### src/logic/pll_lock_defines.vh
/*
 * Constants of the loop supervisor: register addresses, field positions,
 * reset values and lock detector window and tolerance counts.
 * Assumes inclusion by bare name from the design files; definitions only.
 */
`ifndef PLL_LOCK_DEFINES_VH
`define PLL_LOCK_DEFINES_VH

// ----------------------------------------------------------------------
// register addresses
// ----------------------------------------------------------------------
`define ADDR_CTRL      16'hFE0B
`define ADDR_BW        16'hFE0C
`define ADDR_PROG      16'hFE0D

// ----------------------------------------------------------------------
// field positions
// ----------------------------------------------------------------------
`define CTRL_IE        7
`define CTRL_FLAG      6
`define CTRL_ON        5
`define CTRL_BCS       4
`define BW_AUTO        7
`define BW_LOCK        6
`define BW_ACQ         5
`define PROG_N_HI      7
`define PROG_N_LO      4
`define PROG_L_HI      3
`define PROG_L_LO      0

// ----------------------------------------------------------------------
// reset values and fixed read bits
// ----------------------------------------------------------------------
`define CTRL_RST       4'h0
`define BW_RST         2'h0
`define PROG_RST       8'h00
`define CTRL_LOW_FILL  4'hF
`define BW_LOW_FILL    5'h00

// ----------------------------------------------------------------------
// lock detector window (reference edges) and tolerances (edge counts)
// ----------------------------------------------------------------------
`define WIN_REF_EDGES  8'h40
`define TOL_TRACK      8'h03
`define TOL_UNTRACK    8'h06
`define TOL_LOCK       8'h01
`define TOL_UNLOCK     8'h02

`endif

### src/logic/modulo_vco_divider.v
/*
 * Modulo divider of the sampled oscillator clock: one feedback edge pulse
 * per N oscillator edges, plus a feedback clock level at that rate.
 * Assumes vco_edge_i is a one-cycle pulse already on ref_clk_i.
 */
`timescale 1ns/10ps
`default_nettype none
`include "pll_lock_defines.vh"

module modulo_vco_divider (
   input  wire       ref_clk_i,
   input  wire       rstn_i,
   input  wire       enable_i,
   input  wire [3:0] n_i,
   input  wire       vco_edge_i,
   input  wire       vco_level_i,
   output reg        fb_edge_o,
   output reg        fb_clock_o
);

   reg  [3:0] count_q;
   wire [3:0] n_eff;
   wire       wrap;

   // zero divides like one
   assign n_eff = (n_i == 4'h0) ? 4'h1 : n_i;
   assign wrap  = (count_q >= n_eff - 4'h1);

   // count oscillator edges modulo n
   always @(posedge ref_clk_i or negedge rstn_i) begin
      if (!rstn_i) begin
         count_q    <= 4'h0;
         fb_edge_o  <= 1'b0;
         fb_clock_o <= 1'b0;
      end else if (!enable_i) begin
         count_q    <= 4'h0;
         fb_edge_o  <= 1'b0;
         fb_clock_o <= 1'b0;
      end else begin
         fb_edge_o <= vco_edge_i & wrap;
         if (vco_edge_i) begin
            count_q <= wrap ? 4'h0 : count_q + 4'h1;
         end
         // first half of the period high; n of one follows the oscillator
         fb_clock_o <= (n_eff == 4'h1) ? vco_level_i : (count_q < {1'b0, n_eff[3:1]});
      end
   end

endmodule
`default_nettype wire

### src/logic/freq_window_meter.v
/*
 * Frequency comparator: counts feedback edges over a fixed window of
 * reference edges and reports the absolute difference at window end.
 * Assumes both edge inputs are one-cycle pulses on ref_clk_i.
 */
`timescale 1ns/10ps
`default_nettype none
`include "pll_lock_defines.vh"

module freq_window_meter (
   input  wire       ref_clk_i,
   input  wire       rstn_i,
   input  wire       enable_i,
   input  wire       ref_edge_i,
   input  wire       fb_edge_i,
   output reg  [7:0] error_o,
   output reg        done_o
);

   reg  [7:0] ref_count_q;
   reg  [7:0] fb_count_q;
   wire [7:0] fb_total;

   // a feedback edge in the closing cycle still counts; saturate
   assign fb_total = (fb_edge_i && fb_count_q != 8'hFF) ? fb_count_q + 8'h01 : fb_count_q;

   // window counting, speed set by the reference rate
   always @(posedge ref_clk_i or negedge rstn_i) begin
      if (!rstn_i) begin
         ref_count_q <= 8'h00;
         fb_count_q  <= 8'h00;
         error_o     <= 8'hFF;
         done_o      <= 1'b0;
      end else if (!enable_i) begin
         ref_count_q <= 8'h00;
         fb_count_q  <= 8'h00;
         error_o     <= 8'hFF;
         done_o      <= 1'b0;
      end else begin
         done_o <= 1'b0;
         if (ref_edge_i && ref_count_q == `WIN_REF_EDGES - 8'h01) begin
            error_o     <= (fb_total > `WIN_REF_EDGES) ? fb_total - `WIN_REF_EDGES
                                                       : `WIN_REF_EDGES - fb_total;
            done_o      <= 1'b1;
            ref_count_q <= 8'h00;
            fb_count_q  <= 8'h00;
         end else begin
            fb_count_q <= fb_total;
            if (ref_edge_i) begin
               ref_count_q <= ref_count_q + 8'h01;
            end
         end
      end
   end

endmodule
`default_nettype wire

### src/logic/pll_bandwidth_lock_control.v
/*
 * Control and supervision logic of a clock-multiplying loop: feedback
 * divider, phase correction pulses, frequency lock detector, automatic or
 * manual bandwidth handling, control registers and lock-change interrupt.
 * Assumes a 100 MHz ref_clk_i well above the sampled oscillator and
 * reference clocks, and a register master that never waits.
 */
// Overview of operation
// - divide oscillator clock by programmed N
// - correction pulses from feedback versus reference phase
// - frequency compare gives mode and lock
// - acquisition flag zero means acquisition mode
// - automatic setting lets detector switch filter mode
// - automatic mode: acquisition flag read-only status
// - acquisition flag follows track/untrack tolerances
// - lock flag follows lock/unlock tolerances
// - lock toggle raises interrupt when enabled
// - manual mode: acquisition flag is writable control
// - manual mode: no lock flag, no interrupts
// - N in upper nibble, L lower
// - N of zero acts as one
// - L of zero disables loop, forces crystal
// - programming register read-only while loop on
`timescale 1ns/10ps
`default_nettype none
`include "pll_lock_defines.vh"

module pll_bandwidth_lock_control (
   input  wire        ref_clk_i,
   input  wire        rstn_i,
   // register port
   input  wire [15:0] addr_i,
   input  wire [7:0]  wr_data_i,
   input  wire        wr_en_i,
   input  wire        rd_en_i,
   output reg  [7:0]  rd_data_o,
   // clock pins sampled on ref_clk_i
   input  wire        vco_clock_i,
   input  wire        buffered_reference_clock_i,
   // loop outputs
   output reg         vco_feedback_clock_o,
   output reg         final_reference_clock_o,
   output reg         pump_up_o,
   output reg         pump_down_o,
   output wire        loop_enable_o,
   output wire        filter_acquisition_o,
   output wire        base_clock_select_o,
   output wire        lock_change_irq_o
);

   // ----------------------------------------------------------------------
   // register state
   // ----------------------------------------------------------------------
   reg        irq_enable_q;
   reg        lock_change_flag_q;
   reg        loop_on_q;
   reg        base_select_q;
   reg        auto_q;
   reg        acq_q;
   reg        lock_q;
   reg  [7:0] prog_q;

   // ----------------------------------------------------------------------
   // pin sampling: three stages, change taken when stages two and three agree
   // ----------------------------------------------------------------------
   wire [1:0] pin_raw;
   reg  [1:0] pin_s1_q;
   reg  [1:0] pin_s2_q;
   reg  [1:0] pin_s3_q;
   reg  [1:0] pin_lvl_q;
   reg  [1:0] pin_rise_q;

   assign pin_raw = {buffered_reference_clock_i, vco_clock_i};

   genvar gi;
   generate
      for (gi = 0; gi < 2; gi = gi + 1) begin : g_pin
         // sampling chain and filtered level per pin
         always @(posedge ref_clk_i or negedge rstn_i) begin
            if (!rstn_i) begin
               pin_s1_q[gi]   <= 1'b0;
               pin_s2_q[gi]   <= 1'b0;
               pin_s3_q[gi]   <= 1'b0;
               pin_lvl_q[gi]  <= 1'b0;
               pin_rise_q[gi] <= 1'b0;
            end else begin
               pin_s1_q[gi] <= pin_raw[gi];
               pin_s2_q[gi] <= pin_s1_q[gi];
               pin_s3_q[gi] <= pin_s2_q[gi];
               if (pin_s2_q[gi] == pin_s3_q[gi]) begin
                  pin_lvl_q[gi] <= pin_s3_q[gi];
               end
               pin_rise_q[gi] <= (pin_s2_q[gi] == pin_s3_q[gi]) & pin_s3_q[gi] & ~pin_lvl_q[gi];
            end
         end
      end
   endgenerate

   wire vco_edge = pin_rise_q[0];
   wire ref_edge = pin_rise_q[1];

   // ----------------------------------------------------------------------
   // loop enable and field split
   // ----------------------------------------------------------------------
   wire [3:0] n_field = prog_q[`PROG_N_HI:`PROG_N_LO];
   wire [3:0] l_field = prog_q[`PROG_L_HI:`PROG_L_LO];
   wire       l_zero  = (l_field == 4'h0);

   // loop runs only with a nonzero range multiplier
   assign loop_enable_o = loop_on_q & ~l_zero;

   // ----------------------------------------------------------------------
   // feedback divider
   // ----------------------------------------------------------------------
   wire fb_edge;
   wire fb_clock;

   modulo_vco_divider u_divider (
      .ref_clk_i   (ref_clk_i),
      .rstn_i      (rstn_i),
      .enable_i    (loop_enable_o),
      .n_i         (n_field),
      .vco_edge_i  (vco_edge),
      .vco_level_i (pin_lvl_q[0]),
      .fb_edge_o   (fb_edge),
      .fb_clock_o  (fb_clock)
   );

   // clock views out
   always @(posedge ref_clk_i or negedge rstn_i) begin
      if (!rstn_i) begin
         vco_feedback_clock_o    <= 1'b0;
         final_reference_clock_o <= 1'b0;
      end else begin
         vco_feedback_clock_o    <= fb_clock;
         final_reference_clock_o <= pin_lvl_q[1];
      end
   end

   // ----------------------------------------------------------------------
   // phase detector: up from reference edge, down from feedback edge,
   // both dropped once both edges have arrived; width is the phase gap
   // ----------------------------------------------------------------------
   always @(posedge ref_clk_i or negedge rstn_i) begin
      if (!rstn_i) begin
         pump_up_o   <= 1'b0;
         pump_down_o <= 1'b0;
      end else if (!loop_enable_o) begin
         pump_up_o   <= 1'b0;
         pump_down_o <= 1'b0;
      end else begin
         if ((pump_up_o | ref_edge) & (pump_down_o | fb_edge)) begin
            pump_up_o   <= 1'b0;
            pump_down_o <= 1'b0;
         end else begin
            pump_up_o   <= pump_up_o | ref_edge;
            pump_down_o <= pump_down_o | fb_edge;
         end
      end
   end

   // ----------------------------------------------------------------------
   // lock detector
   // ----------------------------------------------------------------------
   wire [7:0] freq_error;
   wire       window_done;

   freq_window_meter u_meter (
      .ref_clk_i  (ref_clk_i),
      .rstn_i     (rstn_i),
      .enable_i   (loop_enable_o),
      .ref_edge_i (ref_edge),
      .fb_edge_i  (fb_edge),
      .error_o    (freq_error),
      .done_o     (window_done)
   );

   // hysteresis: enter inside the tight bound, leave outside the loose one
   wire track_in  = (freq_error <= `TOL_TRACK);
   wire track_out = (freq_error >  `TOL_UNTRACK);
   wire lock_in   = (freq_error <= `TOL_LOCK);
   wire lock_out  = (freq_error >  `TOL_UNLOCK);

   reg  lock_d;
   reg  acq_auto_d;

   // next lock and automatic mode values from one window result
   always @* begin
      lock_d     = lock_q;
      acq_auto_d = acq_q;
      if (!auto_q || !loop_enable_o) begin
         lock_d     = 1'b0;
         acq_auto_d = 1'b0;
      end else if (window_done) begin
         if (!lock_q && lock_in) begin
            lock_d = 1'b1;
         end else if (lock_q && lock_out) begin
            lock_d = 1'b0;
         end
         if (!acq_q && track_in) begin
            acq_auto_d = 1'b1;
         end else if (acq_q && track_out) begin
            acq_auto_d = 1'b0;
         end
      end
   end

   wire lock_toggle = auto_q & (lock_d != lock_q);

   // ----------------------------------------------------------------------
   // register decode
   // ----------------------------------------------------------------------
   wire wr_ctrl = wr_en_i & (addr_i == `ADDR_CTRL);
   wire wr_bw   = wr_en_i & (addr_i == `ADDR_BW);
   wire wr_prog = wr_en_i & (addr_i == `ADDR_PROG);
   wire rd_ctrl = rd_en_i & (addr_i == `ADDR_CTRL);

   wire new_on  = wr_data_i[`CTRL_ON];
   wire new_bcs = wr_data_i[`CTRL_BCS];

   // control register: loop on locked while selected; selection needs the
   // loop already on, nonzero L, and no loop switch in the same write
   always @(posedge ref_clk_i or negedge rstn_i) begin
      if (!rstn_i) begin
         {irq_enable_q, loop_on_q, base_select_q} <= 3'h0;
      end else begin
         if (wr_ctrl) begin
            irq_enable_q <= wr_data_i[`CTRL_IE] & auto_q;
            if (!base_select_q) begin
               loop_on_q <= new_on;
            end
            base_select_q <= new_bcs & loop_on_q & new_on & ~l_zero;
         end
         if (!auto_q) begin
            irq_enable_q <= 1'b0;
         end
         if (l_zero | ~loop_on_q) begin
            base_select_q <= 1'b0;
         end
      end
   end

   // lock-change flag: set on any lock toggle in automatic mode, cleared by a control read;
   // a set in the clearing cycle wins
   always @(posedge ref_clk_i or negedge rstn_i) begin
      if (!rstn_i) begin
         lock_change_flag_q <= 1'b0;
      end else if (!auto_q) begin
         lock_change_flag_q <= 1'b0;
      end else if (lock_toggle) begin
         lock_change_flag_q <= 1'b1;
      end else if (rd_ctrl) begin
         lock_change_flag_q <= 1'b0;
      end
   end

   // bandwidth register: acquisition flag is status in automatic mode
   // and a plain control in manual mode
   always @(posedge ref_clk_i or negedge rstn_i) begin
      if (!rstn_i) begin
         {auto_q, acq_q} <= `BW_RST;
         lock_q          <= 1'b0;
      end else begin
         lock_q <= lock_d;
         if (wr_bw) begin
            auto_q <= wr_data_i[`BW_AUTO];
         end
         if (auto_q) begin
            acq_q <= acq_auto_d;
         end else if (wr_bw) begin
            acq_q <= wr_data_i[`BW_ACQ];
         end
      end
   end

   // programming register frozen while the loop switch is on
   always @(posedge ref_clk_i or negedge rstn_i) begin
      if (!rstn_i) begin
         prog_q <= `PROG_RST;
      end else if (wr_prog && !loop_on_q) begin
         prog_q <= wr_data_i;
      end
   end

   // ----------------------------------------------------------------------
   // read data, standing in the cycle after the strobe only
   // ----------------------------------------------------------------------
   reg [7:0] rd_mux;

   always @* begin
      case (addr_i)
         `ADDR_CTRL: rd_mux = {irq_enable_q, lock_change_flag_q, loop_on_q, base_select_q,
                               `CTRL_LOW_FILL};
         `ADDR_BW:   rd_mux = {auto_q, lock_q & auto_q, acq_q, `BW_LOW_FILL};
         `ADDR_PROG: rd_mux = prog_q;
         default:    rd_mux = 8'h00;
      endcase
   end

   // registered read port
   always @(posedge ref_clk_i or negedge rstn_i) begin
      if (!rstn_i) begin
         rd_data_o <= 8'h00;
      end else begin
         rd_data_o <= rd_en_i ? rd_mux : 8'h00;
      end
   end

   // ----------------------------------------------------------------------
   // filter mode, base clock choice and interrupt
   // ----------------------------------------------------------------------
   // acquisition when the flag is zero and the loop is enabled; tracking otherwise
   assign filter_acquisition_o = loop_enable_o & ~acq_q;
   assign base_clock_select_o  = base_select_q & ~l_zero;
   assign lock_change_irq_o    = lock_change_flag_q & irq_enable_q & auto_q;

endmodule
`default_nettype wire

### config.mk
export PLATFORM = sky130hd
export DESIGN_NAME = pll_bandwidth_lock_control
export DESIGN_NICKNAME = d
export VERILOG_FILES = /design/src/logic/modulo_vco_divider.v /design/src/logic/freq_window_meter.v /design/src/logic/pll_bandwidth_lock_control.v
export VERILOG_INCLUDE_DIRS = /design/src /design/src/logic
export SDC_FILE = /design/constraint.sdc
export NUM_CORES = 1
export LEC_CHECK = 0
export ABC_AREA = 1
export BUFFER_PORTS_ARGS = -buffer_cell sky130_fd_sc_hd__buf_2
export CAP_MARGIN = 20
export CORE_MARGIN = 2
export CORE_UTILIZATION = 45
export CTS_BUF_LIST = sky130_fd_sc_hd__clkbuf_2
export CTS_CLUSTER_DIAMETER = 100
export DETAILED_ROUTE_END_ITERATION = 6
export GPL_TIMING_DRIVEN = 0
export PLACE_DENSITY = 0.76
export SYNTH_ARGS = -nofsm -noshare
export SYNTH_HDL_FRONTEND = slang
export SYNTH_SLANG_ARGS = --single-unit
### constraint.sdc
create_clock -name ref_clk_i -period 2.6 [get_ports ref_clk_i]
set_clock_uncertainty 0.1 [all_clocks]
set_input_delay 0.65 -clock ref_clk_i [delete_from_list [all_inputs] [get_ports ref_clk_i]]
set_output_delay 0.65 -clock ref_clk_i [all_outputs]
set_load 0.005 [all_outputs]
==> results.txt <==
- Gp weighted congestion: 0.871
- Of the total synthesized cell area, the portion taken by AND, OR, NAND and NOR gates is 0.263.
- Post-synthesis sequential area ratio: 0.461
- The count of nets left with antenna violations once routing finished came out at 0.
- Per-cell routed wire length: 12.3 um
- Largest cells by area after synthesis: dfrtp_1, inv_1, nand2_1
- The floorplan step set the die width to 94.9 um.
- TritonCTS built the clock tree.
- Yosys printed 0 warnings.
* Critical path peak fanout: 10
- 1st-pass router iterations: 4
- For this run, design rule violations remaining after detail routing come to 0.
- For this run, the leading register cell type out of synthesis is dfrtp_1.
* Sink count of the clock tree: 68
- Input and output buffers added on the ports amount to 45.
* Antenna diode instance count: 0
- Of the total synthesized cell area, the portion taken by full adders, half adders and majority gates is 0.0539.
* Max-cap check violation count: 0
- Arrival time worst endpoint: 1690 ps
* Total count of max-transition violations in the final report: 0
- Setup violations remaining at the end of the flow were counted as 0.
- Data required time at the worst endpoint: 1850 ps
* H-tree levels: 3
- Combined global-route utilization of all metal layers: 0.176
- The flow ran to the end, and the final reports show no timing, DRC or antenna violations.
* Worst supply voltage drop on vdd: 303 uV
- Post-synth EDFFs: 0
- Post-synth top area share: 0.404
- When the netlist entered floorplanning its net count stood at 476.
- The number of global-route vias before repair is 2825.
- Setup total negative slack on the finished layout was measured at 0 ps.
* Wirelength, routed: 7340 um
- Violation count after the first detailed-route iteration: 129
- Hold Buf Count CTS: 0
* Max frequency: 0.410 GHz
- In this run the standard cell core region covers 8090 um^2.
* Setup CP Type: register to primary output
* Shortest clock period the worst path allows after layout: 2440 ps
* Slew at the pin with the worst max-slew slack: 832 ps
- In this run the worst hold path is classified as input pin to asynchronous set/reset pin.
* Fill cells: 774
* Die span in y: 94.9 um
- The analysis attributes to cell leakage a power of 2.12 nW.
- Pin placement for this block handled 46 I/O pins.
* Number of hold violations in the final report: 0
* Synth Register Bits: 68
- Across all layers, the routed design uses 3086 vias.
* Number of buffers added by the clock tree synthesis step: 9
- In this run the tightest slew margin relative to its limit is 0.445.
- Wire length of the first global-routing pass: 12300 um
- Pin count of the biggest net entering global routing: 69
* Longest Clk Path Bufs: 2
- For this configuration, the core starts out at a cell density of 0.459.
- From synthesis to final layout, the design area changed by 14.4%.
- Leading cell type in the layout, fill and taps excluded: inv_1
* Number of antenna violations at the first check in global routing: 0
* Crit path launch: prog_q[0]$_DFFE_PN0P_
- Library cell used as clock root buffer: clkbuf_2
- After synthesis, the netlist uses 42 different library cells.
* Cell taking the most area after synthesis: dfrtp_1
- At the later pin of the worst-skew pair, clock insertion delay measures 530 ps.
- Of all flip-flops after synthesis, the portion carrying an async set or reset was 1.00.
- Post-synthesis instance total: 430
- Main combinational cell family by area after synthesis: simple AND/OR/NAND/NOR gates
- Synthesized area divided by synthesized cell count: 8.64 um^2
- Number of nets in the final layout: 533
- Post-DP HPWL: 5540 um
- The post-synthesis compound-gate area fraction was 0.0960.
- Top library cells by usage in the layout, fill and taps aside: inv_1, nand2_1, dfrtp_1
- Clk slew on worst S/H paths: 230 ps
- Of the total synthesized cell area, the portion taken by XOR and XNOR cells is 0.0212.
* Unrepaired setup endpoints after global routing: no
* Per-cell via count in the routed design: 5.17
- Number of rows created at floorplan: 33
- Multiplexer share of the synthesized area: 0.0242
* Cell area after synthesis: 3720 um^2
- Kind of capture point of the worst setup path: primary output
- At the end of the flow the core is filled with cells to 0.526.
* Die ar.: 9000 um^2
* GRT overflow: 0
- Power spread over the standard cell area amounts to 429 nW/um^2.
- Startpoint of the most critical register-to-register path: prog_q[6]$_DFFE_PN0P_
- In the final layout, the share of cells above drive strength 1 is 0.230.
* Kind of start point of the critical path: register
* Period Utilization, post-route: 0.937
[per-stage QoR]
stage / area [um^2] / std cells / setup slack [ps] / hold slack, ps / power (W)
floorplan: 3720 / 430 / 481 / 231 / 0.00112
global placement: 4070 / 580 / 228 / 232 / 0.00117
detailed placement: 4080 / 580 / 129 / 236 / 0.00118
global route: 4250 / 597 / 14.3 / 39.2 / 0.00191
finish: 4250 / 597 / 163 / 59.8 / 0.00183
CTS: 4210 / 596 / 61.7 / 67.7 / 0.00185
[sequential cells by signal, summed over array words and instances (netlist names), 2 cells and up]
register,flops
u_meter.ref_count_q,8
pin_s3_q,2
pin_s1_q,2
prog_q,8
u_divider.count_q,4
pin_s2_q,2
rd_data_o,8
u_meter.error_o,8
pin_lvl_q,2
u_meter.fb_count_q,8
[Yosys cell counts, types with 5 or more instances]
cell type and number:
a21oi_1 12, dfrtp_1 60, dfstp_2 8, ha_1 16
inv_1 73, mux2_2 8, nand2_1 68, nand2_4 6
nand3_1 26, nand3_2 5, nand4_1 14, nor2_1 49
nor2_4 5, nor3_1 7, o21ai_0 21, o31ai_1 5
xor2_1 6
[path summary, 6_finish.rpt]
check / endpoint / slack (ps) / cells after the start
setup / recovery: filter_acquisition_o / 160 / 6
hold / removal: u_meter.fb_count_q[4]$_DFF_PN0_ / 60 / 1
setup reg to reg: u_divider.count_q[3]$_DFFE_PN0P_ / 210 / 13
hold reg to reg: pin_s2_q[1]$_DFF_PN0_ / 280 / 0
max in group asynchronous: auto_q$_DFFE_PN0P_ / 1760 / 1
min in group ref_clk_i: pin_s1_q[1]$_DFF_PN0_ / 110 / 1
[kinds of logic after synthesis]
family	count (synthesis)
simple gates	193
buf+inv	77
flops	68
compound gates	59
fa+ha+maj	16
xor+xnor	9
mux	8
[metal layers]
metal	GRT usage	vias to the layer above	share of wire
li1	-	1528	-
met1	0.223	1494	0.45
met2	0.286	51	0.50
met3	0.0319	13	0.031
met4	0.0918	0	0.022
met5	0	-	0
[critical path, stage by stage (launching register included)]
cell	delay [ps]
dfrtp_1	420
inv_1	80
nand4_1	160
nand2_2	150
buf_6	170
nor2_1	70
buf_2	130
[timing repair]
action                                  in CTS  in global routing
buffers inserted                             0                  1
endpoints found under the setup margin       2                  9
resized for setup                            2                  7
[power by group]
group / switching, W / internal (W)
logic: 0.0000454 / 0.0000277
clock network: 0.000432 / 0.000238
registers: 0.00000848 / 0.00107
[cell type report]
cell class	instances	area (um^2)	area share
multi-input cells	285	1740	0.409
flip-flops and latches	68	1710	0.402
inverters	74	278	0.0653
repair buffers	46	235	0.0553
well taps	105	131	0.0309
clock inverters	7	82.6	0.0194
clock buffers	9	45.0	0.0106
plain buffers	3	30.0	0.00706
Note: power is estimated with default switching activity, not from simulation.
